<file path="config.mk">
export PLATFORM = sky130hd
export DESIGN_NAME = pll_lowpower_break_ctl
export DESIGN_NICKNAME = d
export VERILOG_FILES = /design/src/hw/pll_lowpower_break_ctl_pkg.sv /design/src/hw/pll_lowpower_break_ctl.sv
export VERILOG_INCLUDE_DIRS = /design/src /design/src/hw
export SDC_FILE = /design/constraint.sdc
export NUM_CORES = 1
export LEC_CHECK = 0
export BUFFER_PORTS_ARGS = -buffer_cell sky130_fd_sc_hd__buf_2
export CAP_MARGIN = 30
export CORE_ASPECT_RATIO = 1.4
export CORE_MARGIN = 10
export CORE_UTILIZATION = 43
export CTS_CLUSTER_DIAMETER = 120
export CTS_CLUSTER_SIZE = 40
export DETAILED_ROUTE_END_ITERATION = 10
export PLACE_DENSITY = 0.8
export SETUP_SLACK_MARGIN = 0.02
export SYNTH_ARGS = -nofsm -noshare
export SYNTH_HDL_FRONTEND = slang
export SYNTH_SLANG_ARGS = --single-unit
</file>
<file path="constraint.sdc">
create_clock -name CLK_SYS_I -period 1.75 [get_ports CLK_SYS_I]
set_clock_uncertainty 0.15 [all_clocks]
set_input_delay 0.2625 -clock CLK_SYS_I [delete_from_list [all_inputs] [get_ports CLK_SYS_I]]
set_output_delay 0.2625 -clock CLK_SYS_I [all_outputs]
set_load 0.005 [all_outputs]
</file>
<file path="src/hw/pll_lowpower_break_ctl_cfg.svh">
// constants for the pll low-power and break control block
//
// What this block does
// - wait mode leaves clock generator, pll power, selection and outputs untouched.
// - oscillator enable low forces crystal ref, base clock and pll irq low.
// - stop entry with vco selected clears base clock select in hardware.
// - after stop, crystal ref halved drives base clock; select stays clear.
// - break clear enable at 1 lets a clear during break take effect.
// - break clear enable at 0 protects the lock-change flag during break.
// - automatic mode: acquisition status bit sets when acquisition ends.
// - automatic mode: lock bit sets when lock is reached.
// - outside break, any control register access clears the lock-change flag.
// - select 1 routes halved vco clock, 0 halved crystal ref.
// - automatic mode: acquisition status is read-only, 1 tracking, 0 acquisition.
// - automatic mode: every lock change sets the flag, irq enable or not.
`ifndef PLL_LOWPOWER_BREAK_CTL_CFG_SVH
`define PLL_LOWPOWER_BREAK_CTL_CFG_SVH

// ==========================================================
// register byte offsets
`define OFF_CTL 12'h000
`define OFF_BW 12'h004
`define OFF_IST 12'h008
`define OFF_ICLR 12'h00C
`define OFF_IEN 12'h010

// ==========================================================
// field positions
`define CTL_IE 7
`define CTL_FLAG 6
`define CTL_PON 5
`define CTL_SEL 4
`define CTL_UNUSED 4'hF
`define BW_AUTO 7
`define BW_LOCK 6
`define BW_TRACK 5
`define EV_LOCK 0
`define EV_TRK 1
`define EV_STOP 2

// ==========================================================
// reset values
`define RST_PON 1'b1
`define RST_IEN 3'h0

`endif

</file>
<file path="src/hw/pll_lowpower_break_ctl_pkg.sv">
// types for the pll low-power and break control block
package pll_lowpower_break_ctl_pkg;
  typedef struct packed {
    logic psel;
    logic penable;
    logic pwrite;
    logic [11:0] paddr;
    logic [31:0] pwdata;
  } apb_req_t;

  typedef struct packed {
    logic [31:0] prdata;
    logic pready;
    logic pslverr;
  } apb_rsp_t;

  typedef enum logic [0:0] {
    OSC_RUN = 1'b0,
    OSC_STOPPED = 1'b1
  } osc_state_t;
endpackage

</file>
<file path="src/hw/pll_lowpower_break_ctl.sv">
// pll low-power, break protection and lock status control logic
//
// Implementation choices: the register addresses and the APB interface to the registers.
`timescale 1ns/100ps
`include "pll_lowpower_break_ctl_cfg.svh"
module pll_lowpower_break_ctl (
  // clock, reset, enable
  input wire logic CLK_SYS_I,
  input wire logic RST_I,
  input wire logic CE_I,
  // apb slave
  input wire pll_lowpower_break_ctl_pkg::apb_req_t APB_REQ_I,
  output pll_lowpower_break_ctl_pkg::apb_rsp_t APB_RSP_O,
  // system integration unit
  input wire logic OSC_ENABLE_FROM_SYSCTL_I,
  input wire logic BREAK_STATE_I,
  input wire logic BREAK_CLEAR_ENABLE_I,
  // analog pll side
  input wire logic XTAL_CLK_I,
  input wire logic VCO_CLK_I,
  input wire logic PLL_TRACKING_I,
  input wire logic PLL_LOCKED_I,
  // clock and pll control outputs
  output logic CRYSTAL_REF_CLOCK_O,
  output logic BASE_CLOCK_OUT_O,
  output logic PLL_POWER_ON_O,
  output logic PLL_TRACKING_MODE_O,
  // interrupts
  output logic PLL_IRQ_OUT_O,
  output logic IRQ_O
);
  import pll_lowpower_break_ctl_pkg::*;

  // ==========================================================
  // helpers
  function automatic logic hit(input logic [11:0] a, input logic [11:0] off);
    hit = (a == off);
  endfunction

  // ==========================================================
  // bus decode
  logic acc;
  logic wr;
  logic setup_rd;
  logic mapped;
  logic [31:0] w;
  logic [11:0] a;
  logic osc_en;
  logic clr_ok;
  logic ctl_touch;
  logic wr_ctl;
  logic wr_bw;
  logic wr_iclr;
  logic wr_ien;

  assign a = APB_REQ_I.paddr;
  assign w = APB_REQ_I.pwdata;
  assign acc = APB_REQ_I.psel & APB_REQ_I.penable;
  assign wr = acc & APB_REQ_I.pwrite;
  assign setup_rd = APB_REQ_I.psel & ~APB_REQ_I.penable & ~APB_REQ_I.pwrite;
  assign mapped = hit(a, `OFF_CTL) | hit(a, `OFF_BW) | hit(a, `OFF_IST)
                | hit(a, `OFF_ICLR) | hit(a, `OFF_IEN);
  assign osc_en = OSC_ENABLE_FROM_SYSCTL_I;
  // clears are allowed outside break, or in break when enabled
  assign clr_ok = ~BREAK_STATE_I | BREAK_CLEAR_ENABLE_I;
  assign ctl_touch = acc & hit(a, `OFF_CTL);
  // one decode per register keeps the write processes short
  assign wr_ctl = wr & hit(a, `OFF_CTL);
  assign wr_bw = wr & hit(a, `OFF_BW);
  assign wr_iclr = wr & hit(a, `OFF_ICLR);
  assign wr_ien = wr & hit(a, `OFF_IEN);

  // ==========================================================
  // registers and state
  osc_state_t osc_state_reg;
  logic ie_reg;
  logic pon_reg;
  logic sel_reg;
  logic auto_reg;
  logic trk_man_reg;
  logic lock_reg;
  logic trk_reg;
  logic flag_reg;
  logic [2:0] ist_reg;
  logic [2:0] ien_reg;
  logic [31:0] prdata_reg;
  logic [31:0] prdata_next;
  logic xtal_reg;
  logic base_reg;
  logic src_prev_reg;
  logic pll_irq_reg;
  logic irq_reg;
  logic stop_entry;
  logic lock_chg;
  logic trk_rise;
  logic trk_rd;
  logic src;
  logic [2:0] ev;

  assign stop_entry = (osc_state_reg == OSC_RUN) & ~osc_en;
  // a change is only seen while automatic mode samples lock
  assign lock_chg = auto_reg & (PLL_LOCKED_I != lock_reg);
  assign trk_rise = auto_reg & PLL_TRACKING_I & ~trk_reg;
  assign trk_rd = auto_reg ? trk_reg : trk_man_reg;
  assign ev = {stop_entry, trk_rise, lock_chg};

  // ==========================================================
  // stop tracking
  always_ff @(posedge CLK_SYS_I or posedge RST_I) begin
    if (RST_I) begin
      osc_state_reg <= OSC_RUN;
    end else if (CE_I) begin
      unique case (osc_state_reg)
        OSC_RUN: begin
          if (!osc_en) begin
            osc_state_reg <= OSC_STOPPED;
          end
        end
        OSC_STOPPED: begin
          if (osc_en) begin
            osc_state_reg <= OSC_RUN;
          end
        end
      endcase
    end
  end

  // ==========================================================
  // pll control register
  // no wait input exists: wait mode changes nothing here
  always_ff @(posedge CLK_SYS_I or posedge RST_I) begin
    if (RST_I) begin
      ie_reg <= 1'b0;
      pon_reg <= `RST_PON;
    end else if (CE_I) begin
      if (wr_ctl) begin
        ie_reg <= w[`CTL_IE];
        // power cannot drop while the vco drives the base clock
        pon_reg <= w[`CTL_PON] | sel_reg;
      end
    end
  end

  always_ff @(posedge CLK_SYS_I or posedge RST_I) begin
    if (RST_I) begin
      sel_reg <= 1'b0;
    end else if (CE_I) begin
      if (!osc_en) begin
        sel_reg <= 1'b0;
      end else if (wr_ctl) begin
        // old power bit: selecting the vco from off takes two writes
        sel_reg <= w[`CTL_SEL] & pon_reg;
      end
    end
  end

  // set wins over a same-cycle clear
  always_ff @(posedge CLK_SYS_I or posedge RST_I) begin
    if (RST_I) begin
      flag_reg <= 1'b0;
    end else if (CE_I) begin
      if (!auto_reg) begin
        flag_reg <= 1'b0;
      end else if (lock_chg) begin
        flag_reg <= 1'b1;
      end else if (ctl_touch && clr_ok) begin
        flag_reg <= 1'b0;
      end
    end
  end

  // ==========================================================
  // bandwidth register
  always_ff @(posedge CLK_SYS_I or posedge RST_I) begin
    if (RST_I) begin
      auto_reg <= 1'b0;
      trk_man_reg <= 1'b0;
    end else if (CE_I) begin
      if (wr_bw) begin
        auto_reg <= w[`BW_AUTO];
        // manual value survives an automatic period untouched
        if (!auto_reg) begin
          trk_man_reg <= w[`BW_TRACK];
        end
      end
    end
  end

  always_ff @(posedge CLK_SYS_I or posedge RST_I) begin
    if (RST_I) begin
      lock_reg <= 1'b0;
      trk_reg <= 1'b0;
    end else if (CE_I) begin
      lock_reg <= auto_reg & PLL_LOCKED_I;
      trk_reg <= auto_reg & PLL_TRACKING_I;
    end
  end

  // ==========================================================
  // interrupt status, clear, enable
  always_ff @(posedge CLK_SYS_I or posedge RST_I) begin
    if (RST_I) begin
      ist_reg <= 3'h0;
    end else if (CE_I) begin
      if (wr_iclr && clr_ok) begin
        ist_reg <= (ist_reg & ~w[2:0]) | ev;
      end else begin
        ist_reg <= ist_reg | ev;
      end
    end
  end

  always_ff @(posedge CLK_SYS_I or posedge RST_I) begin
    if (RST_I) begin
      ien_reg <= `RST_IEN;
    end else if (CE_I) begin
      if (wr_ien) begin
        ien_reg <= w[2:0];
      end
    end
  end

  always_ff @(posedge CLK_SYS_I or posedge RST_I) begin
    if (RST_I) begin
      irq_reg <= 1'b0;
      pll_irq_reg <= 1'b0;
    end else if (CE_I) begin
      irq_reg <= |(ist_reg & ien_reg);
      pll_irq_reg <= osc_en & ie_reg & flag_reg;
    end
  end

  // ==========================================================
  // clock outputs
  // clocks are sampled levels, so the base clock is limited to a quarter of sys rate and crystal ref to half
  assign src = sel_reg ? (VCO_CLK_I & pon_reg) : XTAL_CLK_I;

  always_ff @(posedge CLK_SYS_I or posedge RST_I) begin
    if (RST_I) begin
      xtal_reg <= 1'b0;
      base_reg <= 1'b0;
      src_prev_reg <= 1'b0;
    end else if (CE_I) begin
      if (!osc_en) begin
        xtal_reg <= 1'b0;
        base_reg <= 1'b0;
        src_prev_reg <= 1'b0;
      end else begin
        xtal_reg <= XTAL_CLK_I;
        src_prev_reg <= src;
        if (src && !src_prev_reg) begin
          base_reg <= ~base_reg;
        end
      end
    end
  end

  // ==========================================================
  // read data
  // unmapped and write-only offsets read as zero
  always_comb begin
    prdata_next = 32'h0000_0000;
    if (hit(a, `OFF_CTL)) begin
      prdata_next[7:0] = {ie_reg, flag_reg, pon_reg, sel_reg, `CTL_UNUSED};
    end else if (hit(a, `OFF_BW)) begin
      prdata_next[7:0] = {auto_reg, lock_reg, trk_rd, 5'h00};
    end else if (hit(a, `OFF_IST)) begin
      prdata_next[2:0] = ist_reg;
    end else if (hit(a, `OFF_IEN)) begin
      prdata_next[2:0] = ien_reg;
    end
  end

  // loaded in the setup cycle: the flag the access then clears is still shown
  always_ff @(posedge CLK_SYS_I or posedge RST_I) begin
    if (RST_I) begin
      prdata_reg <= 32'h0000_0000;
    end else if (CE_I) begin
      if (setup_rd) begin
        prdata_reg <= prdata_next;
      end
    end
  end

  // ==========================================================
  // outputs
  assign APB_RSP_O.prdata = prdata_reg;
  assign APB_RSP_O.pready = 1'b1;
  assign APB_RSP_O.pslverr = acc & ~mapped;
  assign CRYSTAL_REF_CLOCK_O = xtal_reg;
  assign BASE_CLOCK_OUT_O = base_reg;
  assign PLL_POWER_ON_O = pon_reg;
  assign PLL_TRACKING_MODE_O = trk_rd;
  assign PLL_IRQ_OUT_O = pll_irq_reg;
  assign IRQ_O = irq_reg;
endmodule

</file>
==> results_dict.tcl, run 1 <==
set metrics [dict create \
    outcome "complete, but fails checks" \
    violations "negative setup slack" \
    cts.sinks 28 \
    pin_count 97 \
    rows 26 \
    place_area_um2 1872 \
    largest_reg_flops 8 \
    cts_tree "built" \
    core_area_um2 3611 \
    path_cells "buf_6 > or4_4 > or4_4 > buf_4 > nor2_4 > mux2_4" \
    worstHoldEndpoint "CRYSTAL_REF_CLOCK_O" \
    cts_made_buffers 3 \
    grt_pass1_wl_mm 6.858 \
    worstPathArrival_ns 1.99 \
    dr.pass1.iters 4 \
    ant_nets 0 \
    synth.ff_latch_count 28 \
    drt-initial-drc-count 30 \
    wire_per_inst_um 16.54 \
    initial_core_util_pct 43.83 \
    ff_latch_area_um2 701.9 \
    finalSetupViolCount 19 \
    p_int_w 0.0008917 \
    grt_max_degree 29 \
    clock_latency_ns 0.27 \
    power_density_nw_per_um2 564.6 \
    grt_usage_pct 12.37 \
    ir_drop_v 0.0004598 \
    min_from "XTAL_CLK_I" \
    stdcell_area_um2 2092 \
    synthCells 160 \
    combPwrFrac_pct 13.7 \
    crit_start "APB_REQ_I[43]" \
    final_cells 263 \
    whs_path_depth 3 \
    routed_wl_mm 4.351 \
    clock_tree.root_cell "clkbuf_8" \
    use_met1_pct 13.86 \
    slew_violations 0 \
    crit_type "input port to flop" \
    power_leakage_nw 1.067 \
    final_util_pct 57.93 \
    critical_path.reg2reg.endpoint "BASE_CLOCK_OUT_O" \
    multiInputGateArea_um2 863.3 \
    max_cap_violations 0 \
    crit_family "simple AND/OR/NAND/NOR gates" \
    clock_path_buffers 2 \
    busiest_layer "met2" \
    rsz0062_at_grt "yes" \
    start_kind "input port" \
    ctsHtreeMaxLevel 1 \
    port_buffers 45 \
    vias_per_cell 5.141 \
    synthesis.area_um2 1583 \
    max_freq_mhz 505.6 \
    r2r_start "PLL_POWER_ON_O" \
    most-common-layout-cells "buf_2 (44), dfrtp_1 (27), conb_1 (25), buf_4 (16), nand2_1 (10)" \
    cp.required_ns 1.76 \
    use_met2_pct 21.61 \
    endpoint_kind "flop" \
    via_count 1352 \
    grt_pass1_vias 1430 \
    gp_congestion 0.8000 \
    hold_class "input port to flop" \
    synth-seq-area-share_pct 44.35 \
    die_height_um 91.79 \
    netSwitchingFraction_pct 24.50 \
    drc 0 \
    dp_cells 255 \
    die-width_um 71.28 \
    drive_gt1_share_pct 43.44 \
    use_met3_pct 3.991 \
    overflow 0 \
    antenna_cells 0 \
    final_common_cell "buf_2" \
    die_area_um2 6542 \
    synth.avg_cell_area_um2 9.892 \
    min_period_over_period_pct 113.0 \
    power_frac_seq_pct 56.6 \
    ys.warnings.count 0 \
    fin_ws_ns -0.2278 \
    synth.distinct_cells 43 \
    fin_crit_ns 1.978 \
    critical_path.max_fanout 4 \
    r2r_setup_slack_ns 0.33 \
    power.switching_w 0.0002894 \
    layout.nets 279 \
    critPathMaxStageDelay_ns 0.56 \
    areaGrowthSynthToFinish_pct 32.17 \
    final.fill_count 337 \
    critPathBufInv 2 \
    hold_viol 0 \
    pwr-share-clk_pct 29.8 \
    cts.clk_slew.worst_paths_ns 0.09 \
    dp_hpwl_mm 3.299 \
    slowest_stage "or4_4" \
    antenna_found_initial 0 \
    r2r_cells 3 \
    critPathMostFrequentCell "or4_4" \
]
[cell usage after synthesis, drive strengths merged]
library cell | n | area share, %
a211o | 1 | 0.55
a21o | 4 | 1.9
a21oi | 5 | 1.6
a222oi | 1 | 0.63
a22o | 4 | 2.2
a22oi | 3 | 1.4
a31oi | 1 | 0.40
and3 | 1 | 0.40
and4 | 1 | 0.55
buf | 28 | 13
clkbuf | 3 | 0.71
conb | 2 | 0.47
dfrtp | 27 | 43
dfstp | 1 | 1.7
inv | 9 | 2.1
mux2 | 7 | 5.2
mux2i | 2 | 1.3
nand2 | 10 | 2.4
nand2b | 2 | 0.79
nand3 | 7 | 2.2
nand4 | 1 | 0.40
nand4bb | 1 | 0.71
nor2 | 5 | 1.2
nor2b | 1 | 0.40
nor3 | 4 | 1.3
nor3b | 1 | 0.47
nor4 | 3 | 2.5
o211ai | 1 | 0.47
o21a | 1 | 0.47
o21ai | 8 | 2.5
o221ai | 1 | 0.55
o22ai | 2 | 0.79
o31ai | 3 | 1.4
or3 | 1 | 0.40
or3b | 2 | 1.1
or4 | 5 | 2.8
xor2 | 1 | 0.55
[layout make-up]
class | instances | area share [%]
clock buffer | 4 | 2.153
inverter | 9 | 1.615
multi-input combinational | 115 | 41.27
sequential | 28 | 33.55
tap | 42 | 2.512
timing repair buffer | 65 | 18.90
[kinds of logic after synthesis]
| family | share of synthesized area, % |
|---|---|
| AOI/OAI and AO/OA | 14.94 |
| other | 0.4745 |
| DFF | 44.35 |
| xor gates and xnor gates | 0.5535 |
| buffers and inverters | 15.57 |
| and+or+nand+nor | 17.63 |
| muxes | 6.482 |
[metal layers]
metal,vias to the layer above,share of wire [%]
met2,50,53
li1,643,-
met5,-,0
met1,655,38
met4,0,0.74
met3,4,8.4
[power groups by stage]
stage,registers [W],clock network [W],logic [W]
2_1_floorplan,0.000680,0,0.000102
3_3_place_gp,0.000680,0,0.000142
3_5_place_dp,0.000680,0,0.000146
4_1_cts,0.000668,0.000362,0.000152
5_1_grt,0.000670,0.000381,0.000180
6_report,0.000668,0.000352,0.000161
[through the flow]
stage                     total power (W)  setup WS, ns  hold slack [ns]  TNS (ns)
final                            0.001181       -0.2278          0.08562    -3.243
after global routing             0.001230       -0.2546          0.09978    -3.954
after CTS                        0.001182       -0.2131          0.08277    -2.029
after detailed placement        0.0008258       -0.5799           0.1917    -8.288
after global placement          0.0008220       -0.5246           0.1882    -7.953
after floorplan                 0.0007817       -0.4125           0.1772    -4.306
[tightest hold or removal path, stage by stage]
cell     delay (ns)
buf_2          0.09
nand3_1        0.07
o21ai_0        0.06
[worst max-delay path by stage]
stage,end,slack [ns],cells after the start
5_1_grt,sel_reg,-0.25,6
4_1_cts,ie_reg,-0.21,5
3_3_place_gp,ien_reg[2],-0.52,5
2_1_floorplan,ie_reg,-0.41,4
3_5_place_dp,ien_reg[1],-0.58,5
6_report,auto_reg,-0.23,6
[repair_timing]
action                     in CTS  in global routing
setup buffers                   0                  3
gates resized for setup        16                 12
hold endpoints to repair       27                  0
gates cloned                    0                  0
hold buffers                    1                  0
pin swaps                       8                  4
setup endpoints to repair      19                 20
(Power assumes the default switching activity.)
==> run 2, diff against run 1 <==
--- a/config.mk
+++ b/config.mk
@@ -6,7 +6,7 @@
 export SDC_FILE = /design/constraint.sdc
 export NUM_CORES = 1
 export LEC_CHECK = 0
-export BUFFER_PORTS_ARGS = -buffer_cell sky130_fd_sc_hd__buf_2
+export BUFFER_PORTS_ARGS = -buffer_cell sky130_fd_sc_hd__clkbuf_2
 export CAP_MARGIN = 30
 export CORE_ASPECT_RATIO = 1.4
 export CORE_MARGIN = 10
==> run 2 against run 1 <==
The flow still finishes with violations (negative setup slack). Combinational power fell by 6%. Die area unchanged. Sequential cell count is the same. Global-route usage down 0.15 points. Design area decreased by 2.2%. Maximum frequency rose by 1.4%. Non-clock buffer count fell by 1. Routed wire length shrank 4.6%. Power down 0.54%. Register-to-register slack got worse by 0.02 ns. Critical path type unchanged. Largest cell class unchanged.
==> results_dict.tcl, run 2 (synthesis gave the netlist of run 1 again) <==
set metrics [dict create \
    dp_cells 254 \
    dr.pass1.iters 4 \
    dp_hpwl_mm 3.342 \
    pin_count 97 \
    endpoint_kind "flop" \
    most-common-layout-cells "clkbuf_2 (45), dfrtp_1 (27), conb_1 (25), buf_4 (17), nand2_1 (10)" \
    areaGrowthSynthToFinish_pct 29.33 \
    start_kind "input port" \
    critical_path.reg2reg.endpoint "BASE_CLOCK_OUT_O" \
    power_frac_seq_pct 56.8 \
    final_cells 262 \
    largest_reg_flops 8 \
    min_from "XTAL_CLK_I" \
    p_int_w 0.0008862 \
    die_area_um2 6542 \
    slew_violations 0 \
    critPathMaxStageDelay_ns 0.53 \
    power_leakage_nw 1.035 \
    grt_pass1_wl_mm 6.844 \
    hold_viol 0 \
    fin_crit_ns 1.950 \
    critPathBufInv 2 \
    path_cells "clkbuf_2 > or4_4 > or4_4 > buf_4 > nor2_4 > mux2_4" \
    antenna_found_initial 0 \
    crit_family "simple AND/OR/NAND/NOR gates" \
    die_height_um 91.79 \
    cts.clk_slew.worst_paths_ns 0.09 \
    netSwitchingFraction_pct 24.56 \
    cts.sinks 28 \
    outcome "complete, but fails checks" \
    cts_made_buffers 3 \
    clock_tree.root_cell "clkbuf_8" \
    core_area_um2 3611 \
    combPwrFrac_pct 12.9 \
    max_cap_violations 0 \
    crit_start "APB_REQ_I[43]" \
    finalSetupViolCount 19 \
    power_density_nw_per_um2 573.9 \
    violations "negative setup slack" \
    clock_latency_ns 0.27 \
    vias_per_cell 5.191 \
    initial_core_util_pct 43.83 \
    whs_path_depth 3 \
    rsz0062_at_grt "yes" \
    r2r_cells 3 \
    ant_nets 0 \
    grt_max_degree 29 \
    rows 26 \
    worstPathArrival_ns 1.97 \
    final_common_cell "clkbuf_2" \
    crit_type "input port to flop" \
    drt-initial-drc-count 37 \
    min_period_over_period_pct 111.4 \
    port_buffers 45 \
    ctsHtreeMaxLevel 1 \
    power.switching_w 0.0002886 \
    pwr-share-clk_pct 30.2 \
    ir_drop_v 0.0004277 \
    r2r_start "PLL_POWER_ON_O" \
    antenna_cells 0 \
    wire_per_inst_um 15.84 \
    max_freq_mhz 512.9 \
    die-width_um 71.28 \
    tns_ns -2.194 \
    hold_class "input port to flop" \
    routed_wl_mm 4.151 \
    fin_ws_ns -0.1997 \
    clock_path_buffers 2 \
    critical_path.max_fanout 4 \
    grt_usage_pct 12.21 \
    layout.nets 278 \
    drive_gt1_share_pct 42.27 \
    slowest_stage "or4_4" \
    worstHoldEndpoint "CRYSTAL_REF_CLOCK_O" \
    grt_pass1_vias 1396 \
    gp_congestion 0.7981 \
    via_count 1360 \
    overflow 0 \
    cp.required_ns 1.77 \
    cts_tree "built" \
    hold_ws_ns 0.08382 \
    r2r_setup_slack_ns 0.31 \
    critPathMostFrequentCell "or4_4" \
    drc 0 \
]
-- run 2: changes by cell type in the layout (fill, tap and decap cells not counted), sizes merged --
cell,previous run,this run
clkbuf,4,49
buf,64,18
-- run 2: what timing repair did --
item	4_1_cts	5_1_grt
hold buffers	1	0
buffers inserted	0	3
hold endpoints to repair	27	0
gates resized for setup	18	4
endpoints found under the setup margin	19	20
pin swaps	7	2
-- run 2: worst max path at each step --
stage / cells past startpoint / slack, ns / endpoint
finish: 6 / -0.20 / ien_reg[2]
global route: 6 / -0.26 / PLL_POWER_ON_O
CTS: 5 / -0.21 / ie_reg
detailed placement: 5 / -0.56 / ien_reg[2]
global placement: 5 / -0.51 / ien_reg[2]
floorplan: 4 / -0.41 / ie_reg
-- run 2: layout make-up --
cell class                      count  area, um2
Clock buffer                        4      45.04
Fill cell                         344       1564
Inverter                            9      33.78
Multi-Input combinational cell    115      839.6
Sequential cell                    28      701.9
Tap cell                           42      52.55
Timing Repair Buffer               64      374.1
-- run 2: power by group through the flow --
stage                     registers [W]  logic, W  clock network (W)
after floorplan                0.000680  0.000102                  0
after global routing           0.000670  0.000173           0.000382
final                          0.000668  0.000152           0.000355
after detailed placement       0.000681  0.000143                  0
after global placement         0.000680  0.000140                  0
after CTS                      0.000668  0.000150           0.000360
-- run 2: layer usage --
layer,up-vias,track usage (%),wire [um]
li1,641,-,-
met1,665,13.35,1573
met2,50,21.46,2121
met3,4,4.639,419
met4,0,2.913,36
met5,-,0,0
-- run 2: worst register-to-register path, delay by kind of cell, from the launching register on --
kind / cells / cell delay, ns
DFF: 1 / 0.58
AOI/OAI and AO/OA: 1 / 0.14
and+or+nand+nor: 2 / 0.51
-- run 2: stage by stage --
| step | instance area [um2] | utilization [%] | worst slack (ns) | total power (W) |
|---|---|---|---|---|
| final | 2047 | 56.69 | -0.1997 | 0.001175 |
| after global routing | 2047 | 56.69 | -0.2557 | 0.001225 |
| after CTS | 2004 | 55.51 | -0.2146 | 0.001178 |
| after detailed placement | 1864 | 51.63 | -0.5633 | 0.0008233 |
| after global placement | 1864 | 51.63 | -0.5096 | 0.0008197 |
| after floorplan | 1699 | - | -0.4125 | 0.0007817 |
==> run 3, diff against run 2 <==
--- a/config.mk
+++ b/config.mk
@@ -8,13 +8,15 @@
 export LEC_CHECK = 0
 export BUFFER_PORTS_ARGS = -buffer_cell sky130_fd_sc_hd__clkbuf_2
 export CAP_MARGIN = 30
+export CELL_PAD_IN_SITES_DETAIL_PLACEMENT = 0
+export CELL_PAD_IN_SITES_GLOBAL_PLACEMENT = 1
 export CORE_ASPECT_RATIO = 1.4
 export CORE_MARGIN = 10
-export CORE_UTILIZATION = 43
+export CORE_UTILIZATION = 30
 export CTS_CLUSTER_DIAMETER = 120
 export CTS_CLUSTER_SIZE = 40
 export DETAILED_ROUTE_END_ITERATION = 10
-export PLACE_DENSITY = 0.8
+export PLACE_DENSITY_LB_ADDON = 0.1
 export SETUP_SLACK_MARGIN = 0.02
 export SYNTH_ARGS = -nofsm -noshare
 export SYNTH_HDL_FRONTEND = slang
==> run 3 against run 2 <==
The run still ends with negative setup slack left. Via count decreased by 0.29%. Clock power about the same. Largest power group unchanged. Count of clock-buffer cells in the layout unchanged.
==> results_dict.tcl, run 3 (synthesis gave the netlist of run 1 again) <==
set metrics [dict create \
    ir_drop_v 0.0004209 \
    clock_latency_ns 0.27 \
    crit_type "input port to flop" \
    largest_reg_flops 8 \
    dr.pass1.iters 4 \
    cp.required_ns 1.76 \
    endpoint_kind "flop" \
    fin_ws_ns -0.2528 \
    port_buffers 45 \
    clock_tree.root_cell "clkbuf_8" \
    final_util_pct 40.41 \
    layout.nets 279 \
    critPathBufInv 2 \
    areaGrowthSynthToFinish_pct 31.70 \
    max_cap_violations 0 \
    cts.sinks 28 \
    pin_count 97 \
    worstPathArrival_ns 2.01 \
    ctsHtreeMaxLevel 1 \
    drive_gt1_share_pct 43.44 \
    cts.clk_slew.worst_paths_ns 0.09 \
    gp_congestion 0.7724 \
    grt_max_degree 29 \
    grt_pass1_wl_mm 7.383 \
    slew_violations 0 \
    routed_wl_mm 4.637 \
    wire_per_inst_um 16.16 \
    max_freq_mhz 499.3 \
    die_area_um2 8623 \
    clock_path_buffers 2 \
    hold_viol 0 \
    cts_tree "built" \
    hold_ws_ns 0.09097 \
    critical_path.max_fanout 3 \
    most-common-layout-cells "clkbuf_2 (45), dfrtp_1 (27), conb_1 (25), buf_4 (18), nand2_1 (10)" \
    power.total_w 0.001181 \
    final_common_cell "clkbuf_2" \
    rsz0062_at_grt "yes" \
    critPathMaxStageDelay_ns 0.54 \
    critPathMostFrequentCell "or4_4" \
    drc 0 \
    outcome "complete, but fails checks" \
    die-width_um 81.39 \
    crit_family "simple AND/OR/NAND/NOR gates" \
    rows 31 \
    fin_crit_ns 2.003 \
    finalSetupViolCount 18 \
    grt_pass1_vias 1518 \
    hold_class "input port to flop" \
    ant_nets 0 \
    path_cells "clkbuf_2 > or4_4 > or4_4 > buf_4 > nor3_4 > mux2_4" \
    antenna_found_initial 0 \
    via_count 1356 \
    antenna_cells 0 \
    min_period_over_period_pct 114.4 \
    dp_hpwl_mm 3.842 \
    violations "negative setup slack" \
    cts_made_buffers 3 \
    slowest_stage "or4_4" \
    start_kind "input port" \
    power_density_nw_per_um2 566.4 \
    vias_per_cell 4.725 \
    initial_core_util_pct 30.68 \
    overflow 0 \
    tns_ns -2.329 \
    final.fill_count 528 \
    power_leakage_nw 1.041 \
    place_ws_ns -0.5492 \
    drt-initial-drc-count 66 \
    core_area_um2 5159 \
    die_height_um 105.9 \
    grt_usage_pct 10.58 \
]
-- run 3: cell count changes in the layout (fill, tap and decap cells not counted), sizes merged --
cell  previous run  this run
buf             18        19
-- run 3: final timing paths --
check	cells past startpoint	start	to	slack [ns]
setup / recovery	6	APB_REQ_I[43]	trk_man_reg	-0.25
hold / removal	3	APB_REQ_I[4]	sel_reg	0.09
setup reg to reg	3	PLL_POWER_ON_O	BASE_CLOCK_OUT_O	0.29
hold reg to reg	1	osc_state_reg	ist_reg[2]	0.31
max in group asynchronous	4	RST_I	PLL_POWER_ON_O	0.70
min in group asynchronous	4	RST_I	ien_reg[1]	0.43
-- run 3: what timing repair did --
action,CTS,global route
buffers inserted,0,1
pin swaps,5,0
resized for setup,13,8
setup endpoints to repair,19,19
hold endpoints to repair,27,0
hold buffers,1,0
-- run 3: routing by layer --
metal	part of all wire, %	GRT usage [%]	up-vias
li1	-	-	643
met2	53	18.80	47
met1	37	10.71	656
met5	0	0	-
met3	7.3	3.288	10
met4	2.6	5.087	0
-- run 3: layout make-up --
type / instances / area, um2 / share of cell area (%)
well taps: 66 / 82.58 / 3.962
repair buffers: 65 / 381.6 / 18.31
inverters: 9 / 33.78 / 1.621
flip-flops and latches: 28 / 701.9 / 33.67
multi-input cells: 115 / 839.6 / 40.28
clock buffers: 4 / 45.04 / 2.161
-- run 3: power by group --
| group | internal, W | leakage, nW | switching (W) |
|---|---|---|---|
| Sequential | 0.000659 | 0.375 | 0.00000941 |
| Combinational | 0.0000669 | 0.643 | 0.0000918 |
| Clock | 0.000163 | 0.0228 | 0.000191 |
| Total | 0.000889 | 1.04 | 0.000292 |
-- run 3: stage by stage --
step | cell area (um2) | instances
6_report | 2085 | 287
5_1_grt | 2085 | 287
4_1_cts | 2042 | 286
3_5_place_dp | 1917 | 281
3_3_place_gp | 1917 | 281
2_1_floorplan | 1699 | 183
-- run 3: tightest hold or removal path, stage by stage --
cell,delay [ns]
clkbuf_2,0.08
nand3_1,0.07
mux2i_1,0.06
